==> src/core/dma_pkg.sv <==
package dma_pkg;
   localparam int ADDR_W = 32;
   localparam int COUNT_W = 16;
   localparam logic [31:0] WORD_STEP = 32'h0000_0004;
   localparam logic [31:0] HALF_STEP = 32'h0000_0002;
   localparam logic [31:0] ADDR_RESET = 32'h0000_0000;
   localparam logic [31:0] DATA_RESET = 32'h0000_0000;
   localparam logic ENABLE_RESET = 1'b0;

   typedef enum logic [6:0] {
      S_IDLE  = 7'h01,
      S_RD1   = 7'h02,
      S_RD2   = 7'h04,
      S_WA    = 7'h08,
      S_WB    = 7'h10,
      S_W2    = 7'h20,
      S_PAUSE = 7'h40
   } state_t;
endpackage

==> src/core/dma_abort_suspend_bus_sizing.sv <==
`timescale 1ns/1ps
module dma_abort_suspend_bus_sizing
   import dma_pkg::*;
#(
   parameter int CW = COUNT_W
) (
   // clock and reset
   input wire logic clk_in,
   input wire logic rst_in,
   // software control
   input wire logic enable_set_in,
   output logic master_transfer_enable_out,
   // channel setup
   input wire logic load_in,
   input wire logic [31:0] src_load_in,
   input wire logic [31:0] dst_load_in,
   input wire logic [CW-1:0] count_load_in,
   output logic [CW-1:0] count_out,
   // requests and system events
   input wire logic dma_req_in,
   input wire logic nmi_n_in,
   input wire logic stop_mode_in,
   input wire logic bus_hold_request_in,
   input wire logic refresh_req_in,
   // target sizing
   input wire logic src_bus16_in,
   input wire logic dst_bus16_in,
   input wire logic dst_sdram_in,
   // bus
   input wire logic [31:0] rd_data_in,
   output logic [31:0] addr_out,
   output logic [31:0] wr_data_out,
   output logic rd_out,
   output logic wr_out,
   output logic burst_out,
   output logic bus_cycle_start_n_out,
   output logic transfer_acknowledge_n_out,
   output logic transfer_end_strobe_n_out,
   output logic hold_ack_out
);
   if (CW < 2 || CW > 24) begin : g_bad_cw
      $error("dma_abort_suspend_bus_sizing: CW out of range");
   end

   typedef struct packed {
      state_t fsm;
      logic xfer_en;
      logic abort_pend;
      logic nmi_q;
      logic stop_q;
      logic last;
      logic burst;
      logic src16;
      logic dst16;
      logic [31:0] buffer;
   } core_t;

   core_t s;
   core_t next_s;
   logic advance;
   logic [31:0] src;
   logic [31:0] dst;
   logic [CW-1:0] count;
   logic nmi_act;
   logic abort_now;
   logic paused_req;
   logic go;
   logic in_write;

   dma_channel_state #(
      .AW(32),
      .CW(CW)
   ) i_dma_channel_state (
      .clk_in(clk_in),
      .rst_in(rst_in),
      .load_in(load_in),
      .src_load_in(src_load_in),
      .dst_load_in(dst_load_in),
      .count_load_in(count_load_in),
      .advance_in(advance),
      .src_out(src),
      .dst_out(dst),
      .count_out(count)
   );

   assign nmi_act = ~nmi_n_in;
   assign paused_req = bus_hold_request_in | refresh_req_in;
   assign in_write = (s.fsm == S_WA) || (s.fsm == S_WB) || (s.fsm == S_W2);
   // only a fresh nmi edge or a stop exit acts; nothing is queued
   assign abort_now = s.xfer_en & ~stop_mode_in & nmi_act &
      (~s.nmi_q | s.stop_q);
   assign go = s.xfer_en & ~stop_mode_in & dma_req_in & ~paused_req &
      (count != '0) & ~abort_now;

   always_comb begin
      next_s = s;
      advance = 1'b0;
      next_s.nmi_q = nmi_act;
      next_s.stop_q = stop_mode_in;
      if (enable_set_in) begin
         next_s.xfer_en = 1'b1;
      end
      if (abort_now && in_write) begin
         next_s.abort_pend = 1'b1;
      end else if (abort_now) begin
         next_s.xfer_en = 1'b0;
         next_s.fsm = S_IDLE;
      end
      unique case (s.fsm)
         S_IDLE, S_PAUSE: begin
            if (s.fsm == S_PAUSE && !paused_req && !go) begin
               next_s.fsm = S_IDLE;
            end
            if (go && (s.fsm == S_IDLE || !paused_req)) begin
               next_s.fsm = S_RD1;
               next_s.src16 = src_bus16_in;
               next_s.dst16 = dst_bus16_in;
               next_s.burst = dst_bus16_in & dst_sdram_in;
               next_s.last = (count == CW'(1));
            end
         end
         S_RD1: begin
            if (!abort_now) begin
               if (s.src16) begin
                  next_s.buffer[15:0] = rd_data_in[15:0];
                  next_s.fsm = S_RD2;
               end else begin
                  next_s.buffer = rd_data_in;
                  next_s.fsm = S_WA;
               end
            end
         end
         S_RD2: begin
            if (!abort_now) begin
               next_s.buffer[31:16] = rd_data_in[15:0];
               next_s.fsm = S_WA;
            end
         end
         S_WA: begin
            next_s.fsm = S_WB;
         end
         S_WB, S_W2: begin
            if (s.fsm == S_WB && s.dst16) begin
               next_s.fsm = S_W2;
            end else begin
               advance = 1'b1;
               next_s.abort_pend = 1'b0;
               if (s.abort_pend || abort_now) begin
                  next_s.xfer_en = 1'b0;
                  next_s.fsm = S_IDLE;
               end else if (paused_req) begin
                  next_s.fsm = S_PAUSE;
               end else begin
                  next_s.fsm = S_IDLE;
               end
            end
         end
      endcase
   end

   always_ff @(posedge clk_in or posedge rst_in) begin
      if (rst_in) begin
         s <= '{fsm: S_IDLE, xfer_en: ENABLE_RESET, abort_pend: 1'b0,
                nmi_q: 1'b0, stop_q: 1'b0, last: 1'b0, burst: 1'b0,
                src16: 1'b0, dst16: 1'b0, buffer: DATA_RESET};
      end else begin
         s <= next_s;
      end
   end

   // strobes decode registered state, so they change on clock edges only
   assign master_transfer_enable_out = s.xfer_en;
   assign count_out = count;
   assign rd_out = (s.fsm == S_RD1) || (s.fsm == S_RD2);
   assign wr_out = in_write;
   assign burst_out = (s.fsm == S_RD2) || (s.fsm == S_W2);
   assign bus_cycle_start_n_out = ~((s.fsm == S_RD1) || (s.fsm == S_WA));
   assign transfer_acknowledge_n_out = ~(rd_out | wr_out);
   assign hold_ack_out = (s.fsm == S_PAUSE);
   assign transfer_end_strobe_n_out = ~(s.last &&
      ((s.fsm == S_WB && !s.burst) ||
       (s.fsm == S_W2 && s.burst)));
   assign addr_out = rd_out ?
      ((s.fsm == S_RD2) ? src + HALF_STEP : src) :
      ((s.fsm == S_W2) ? dst + HALF_STEP : dst);
   assign wr_data_out = (s.fsm == S_W2) ? {16'h0000, s.buffer[31:16]} :
      (s.dst16 ? {16'h0000, s.buffer[15:0]} : s.buffer);
endmodule // dma_abort_suspend_bus_sizing

==> src/core/dma_channel_state.sv <==
`timescale 1ns/1ps
module dma_channel_state
   import dma_pkg::*;
#(
   parameter int AW = ADDR_W,
   parameter int CW = COUNT_W
) (
   // clock and reset
   input wire logic clk_in,
   input wire logic rst_in,
   // setup
   input wire logic load_in,
   input wire logic [AW-1:0] src_load_in,
   input wire logic [AW-1:0] dst_load_in,
   input wire logic [CW-1:0] count_load_in,
   // progress
   input wire logic advance_in,
   output logic [AW-1:0] src_out,
   output logic [AW-1:0] dst_out,
   output logic [CW-1:0] count_out
);
   if (AW < 8 || AW > 32) begin : g_bad_aw
      $error("dma_channel_state: AW out of range");
   end

   // apart from load_in, position only moves when an item has been fully written
   always_ff @(posedge clk_in or posedge rst_in) begin
      if (rst_in) begin
         src_out <= AW'(ADDR_RESET);
         dst_out <= AW'(ADDR_RESET);
         count_out <= '0;
      end else if (load_in) begin
         src_out <= src_load_in;
         dst_out <= dst_load_in;
         count_out <= count_load_in;
      end else if (advance_in) begin
         src_out <= src_out + AW'(WORD_STEP);
         dst_out <= dst_out + AW'(WORD_STEP);
         count_out <= count_out - CW'(1);
      end
   end
endmodule // dma_channel_state

==> config.mk <==
export PLATFORM = sky130hd
export DESIGN_NAME = dma_abort_suspend_bus_sizing
export DESIGN_NICKNAME = d
export VERILOG_FILES = /design/src/core/dma_pkg.sv /design/src/core/dma_abort_suspend_bus_sizing.sv /design/src/core/dma_channel_state.sv
export SDC_FILE = /design/constraint.sdc
export NUM_CORES = 1
export LEC_CHECK = 0
export ABC_AREA = 1
export BUFFER_PORTS_ARGS = -buffer_cell sky130_fd_sc_hd__buf_2
export CAP_MARGIN = 10
export CORE_MARGIN = 3
export CORE_UTILIZATION = 45
export CTS_BUF_LIST = sky130_fd_sc_hd__clkbuf_8
export DETAILED_ROUTE_END_ITERATION = 7
export GPL_TIMING_DRIVEN = 0
export PLACE_DENSITY = 0.68
export SETUP_SLACK_MARGIN = 0.1
export SYNTH_ARGS = -nofsm -noshare
export SYNTH_HDL_FRONTEND = slang
export SYNTH_SLANG_ARGS = --single-unit
==> constraint.sdc <==
create_clock -name clk_in -period 5.04 [get_ports clk_in]
set_input_delay 0.252 -clock clk_in [delete_from_list [all_inputs] [get_ports clk_in]]
set_output_delay 0.252 -clock clk_in [all_outputs]
set_load 0.01 [all_outputs]
==> run summary <==
The flow ran to the end, and the final reports show no timing, DRC or antenna violations. The first detailed-routing pass took 6 iterations. The tightest min-delay check is of the in2reg type. The signal on the critical path passes through ha_1 > nand2_1 > nor2_4 > nand2_1 > nor2_1 > xor2_1 > a21oi_1 > nand2_1 > buf_2.

Sequential cells were found to cover 33.35% of the synthesized design area. Compared with the post-synthesis result, the final layout area differs by 20.35%. TritonCTS built the clock tree. The worst setup path is launched from a flop. The end-of-flow core utilization is 55.99%.

The cell at the slowest stage of the critical path was sky130_fd_sc_hd__dfrtp_1. The synthesized netlist occupies a cell area of 9534 sq um. The smallest clock period supported by the final layout is computed as 2.902 ns. Ranked by total cell area, the synthesized netlist is headed by sky130_fd_sc_hd__dfrtp_1 (33%), sky130_fd_sc_hd__nand2_1 (21%), sky130_fd_sc_hd__nand3_1 (8.7%), sky130_fd_sc_hd__nor2_1 (6.4%), sky130_fd_sc_hd__inv_1 (5.5%). The tools report the worst setup slack before clock tree synthesis as 2.695 ns. Setup repair after global routing left no endpoint under its margin. Once the floorplan was initialized, standard cells occupied 46.52% of the core.

For hold timing, the worst endpoint is i_dma_channel_state.dst_out[15]$_DFFE_PP0N_. Summed over its instances, the top area cell type makes up 33.07% of the synthesized netlist area. The final standard cell count with taps included and fillers excluded is 2005.

The XOR/XNOR share of the synthesized area came out at 3.766%. The layout cell share with drive strength beyond 1 was 19.19%. The slew at the pin with the worst max-slew slack was 0.9165 ns; the number of storage elements in the synthesis netlist was 127.

Slack of the worst reg-to-reg path: 3.00 ns. Worst reg2reg path startpoint: i_dma_channel_state.dst_out[3]$_DFFE_PP0N_. The overall global routing resource usage was 30.34%; the die area was 22970 sq um. The kind of cell with the highest combined delay along the critical path is simple AND/OR/NAND/NOR gates. The critical path is of the reg2out type. The initialized floorplan defines 52 standard-cell rows. The synthesized-area fraction occupied by adder cells came out at 0.9186%. After detailed routing, the number of remaining DRC violations is 0. The buffers plus inverters on the worst setup path is 1, and the worst slew margin relative to its limit is 38.90%. Once detail routing completed, the nets flagged for antenna violations numbered 0. Startpoint of the tightest hold check path: dst_load_in[15]. The clock net in this run drives a total of 127 sinks. The share of synthesized cell area in and, or, nand and nor gates works out to 40.70%.

For this run, the slowest stage of the critical path takes 0.45 ns. The number of instances in the synthesized netlist is 1484. The number of distinct library cells after synthesis is 43, and the placeable core area is 20490 sq um. CTS built an H-tree with a depth of 4. Synthesis produced a netlist with a net count of 1615.

At the worst endpoint, the arrival time is 2.65 ns. The die boundary width was 151.6 microns. The run gives 228.4 uV as the largest vdd supply drop.

TritonCTS created 17 clock buffers. Setup slack on the critical path of the routed design comes to 2.138 ns. In the layout the commonest cells are sky130_fd_sc_hd__nand2_1 (536), sky130_fd_sc_hd__buf_2 (226), sky130_fd_sc_hd__nand3_1 (165), sky130_fd_sc_hd__nor2_1 (162), sky130_fd_sc_hd__inv_1 (140).

The cell taking the most area after synthesis is sky130_fd_sc_hd__dfrtp_1. The largest clock skew in the final design came out at 0.01371 ns. The required time reported for the critical path endpoint came out at 4.79 ns.

212 I/O pins were placed. Dividing the synthesized area by the synthesized cell count gives 6.425 sq um. The number of setup buffers added after CTS is 0. The pin count of the biggest net entering global routing is 87. Static timing analysis puts the maximum clock frequency at 344.6 MHz.

Count of routing violations after the opening detailed-route iteration: 971. The worst setup path is captured at an output pin. For the via count of the first global-routing pass, the log shows 9692. Along the worst path, the maximum fanout reaches 7.

After detailed routing, the number of vias per cell comes to 5.387. The clock slew at the register clock pins of the worst setup and hold paths is 0.09 ns. The tightest hold margin is 0.008975 ns. Detailed routing inserted a total of 10800 vias. The synthesized-area fraction occupied by ao, oa, aoi and oai cells was 11.50%; the initial antenna violation count was 1. The share of the clock period used by the worst path after layout works out to 57.59%. The first global-routing pass estimated 53.42 mm of wire. Along the worst hold path, the cell count comes to 3. The run gives 10960 sq um as the total cell area at the placement stage. Height of the chip: 151.6 microns.

The congestion estimate from routability-driven global placement came to 0.9278. The multiplexer area fraction after synthesis is 0%. For the worst-skew pair, the clock arrives at the later sink with an insertion delay of 0.46 ns.

The count of endpoints failing hold in the final timing report came out at 0. In the final routed layout, each cell accounts on average for 17.60 microns. The sum of overflow across all layers after global routing is 0, and the number of antenna cells inserted is 0.

The number of max-slew violations in the final report was 0; the post-DP HPWL was 26.89 mm. The number of cells on the worst reg-to-reg path is 9. The most frequent standard cell in the layout excluding fill and tap cells was sky130_fd_sc_hd__nand2_1.

In this run, placement finished with an instance count of 1965. The logs give 0 for the setup-violating endpoint count in the final report and 0 for the max-cap check violation count. After synthesis, the largest family of logic cells by area is simple AND/OR/NAND/NOR gates. Buffers placed on the I/O ports in this run total 210.

The final net count came out at 1853. Yosys printed 0 warnings. The capture instance of the worst register-to-register path was i_dma_channel_state.dst_out[18]$_DFFE_PP0N_.

Clock root buffer: sky130_fd_sc_hd__clkbuf_8. The tools report the final standard cell area without fillers as 11470 sq um. For this block, the routed nets add up to 35.29 mm of wire. The most used cell along the critical path was sky130_fd_sc_hd__nand2_1. The clock passes through at most 2 buffers. Dividing total power by cell area gives a power density of 434.0 nW/um^2. In this run the static leakage power is 5.808 nW.
## how the worst max path moves through the flow
stage	depth (start not counted)	startpoint	slack (ns)	endpoint
3_5_place_dp	9	i_dma_channel_state.src_out[2]$_DFFE_PP0N_	2.69	addr_out[16]
4_1_cts	9	i_dma_channel_state.src_out[2]$_DFFE_PP0N_	2.20	addr_out[16]
5_1_grt	11	i_dma_channel_state.dst_out[3]$_DFFE_PP0N_	1.98	addr_out[30]
6_report	9	i_dma_channel_state.src_out[2]$_DFFE_PP0N_	2.14	addr_out[16]
3_3_place_gp	2	rst_in	-0.56	i_dma_channel_state.count_out[3]$_DFFE_PP0N_
2_1_floorplan	1	rst_in	1.41	i_dma_channel_state.count_out[0]$_DFFE_PP0N_
## tightest hold or removal path, cell delays in order
cell and delay (ns):
sky130_fd_sc_hd__buf_2 0.08, sky130_fd_sc_hd__nand2_1 0.04, sky130_fd_sc_hd__nand3_1 0.07
## what timing repair did
action	CTS	global route
hold buffers	8	0
endpoints found under the setup margin	0	0
hold endpoints to repair	48	0
gates resized for setup	0	0
## power breakdown
part	internal (mW)	switching [mW]	total, mW	leakage (nW)
combinational	0.814	1.48	2.30	4.02
sequential	1.32	0.333	1.65	1.57
clock	0.546	0.483	1.03	0.220
total	2.68	2.30	4.98	5.81
## cell usage after synthesis (all sizes together)
master and n:
nor3b 2, o21ai 105, nand4 13, and3 1, a31oi 19, nor2 182, o21a 1, xnor2 8
ha 7, a21oi 17, dfrtp 126, o21bai 2, xor2 33, o22ai 3, buf 40, nand3 166
dfstp 1, or2 2, o211ai 35, clkbuf 17, nand3b 2, nor3 7, nand2 543, and2 2
inv 150
## sequential cells by signal, indices dropped and copies added (netlist names)
register / flops
s: 46
i_dma_channel_state.dst_out: 32
i_dma_channel_state.src_out: 32
i_dma_channel_state.count_out: 16
master_transfer_enable_out: 1
## logic make-up after synthesis
group,count (synthesis)
AO/OA/AOI/OAI,182
XOR/XNOR,41
adder cells (fa/ha/maj),7
buffers and inverters,207
flip-flops,127
AND/OR/NAND/NOR,920
## final cells by class
cell class | count | area [sq um]
well taps | 270 | 337.8
clock buffers | 17 | 234.0
clock inverters | 15 | 205.2
fillers | 2090 | 9020
multi-input cells | 1150 | 5423
repair buffers | 219 | 1159
plain buffers | 57 | 366.6
inverters | 150 | 570.5
flip-flops and latches | 127 | 3179
## per-stage QoR
stage | power (mW) | setup TNS (ns)
floorplan | 3.048 | 0
global placement | 3.884 | -68.45
detailed placement | 3.920 | 0
CTS | 4.948 | 0
global route | 5.315 | 0
finish | 4.980 | 0
## per-layer routing
| metal | share of wire (%) | track usage, % | vias to the layer above |
|---|---|---|---|
| li1 | - | - | 5242 |
| met1 | 44 | 43.63 | 5021 |
| met2 | 45 | 48.57 | 487 |
| met3 | 8.6 | 4.194 | 49 |
| met4 | 2.0 | 7.278 | 2 |
| met5 | 0.037 | 0 | - |
No activity file was read; power rests on OpenSTA's default activity.
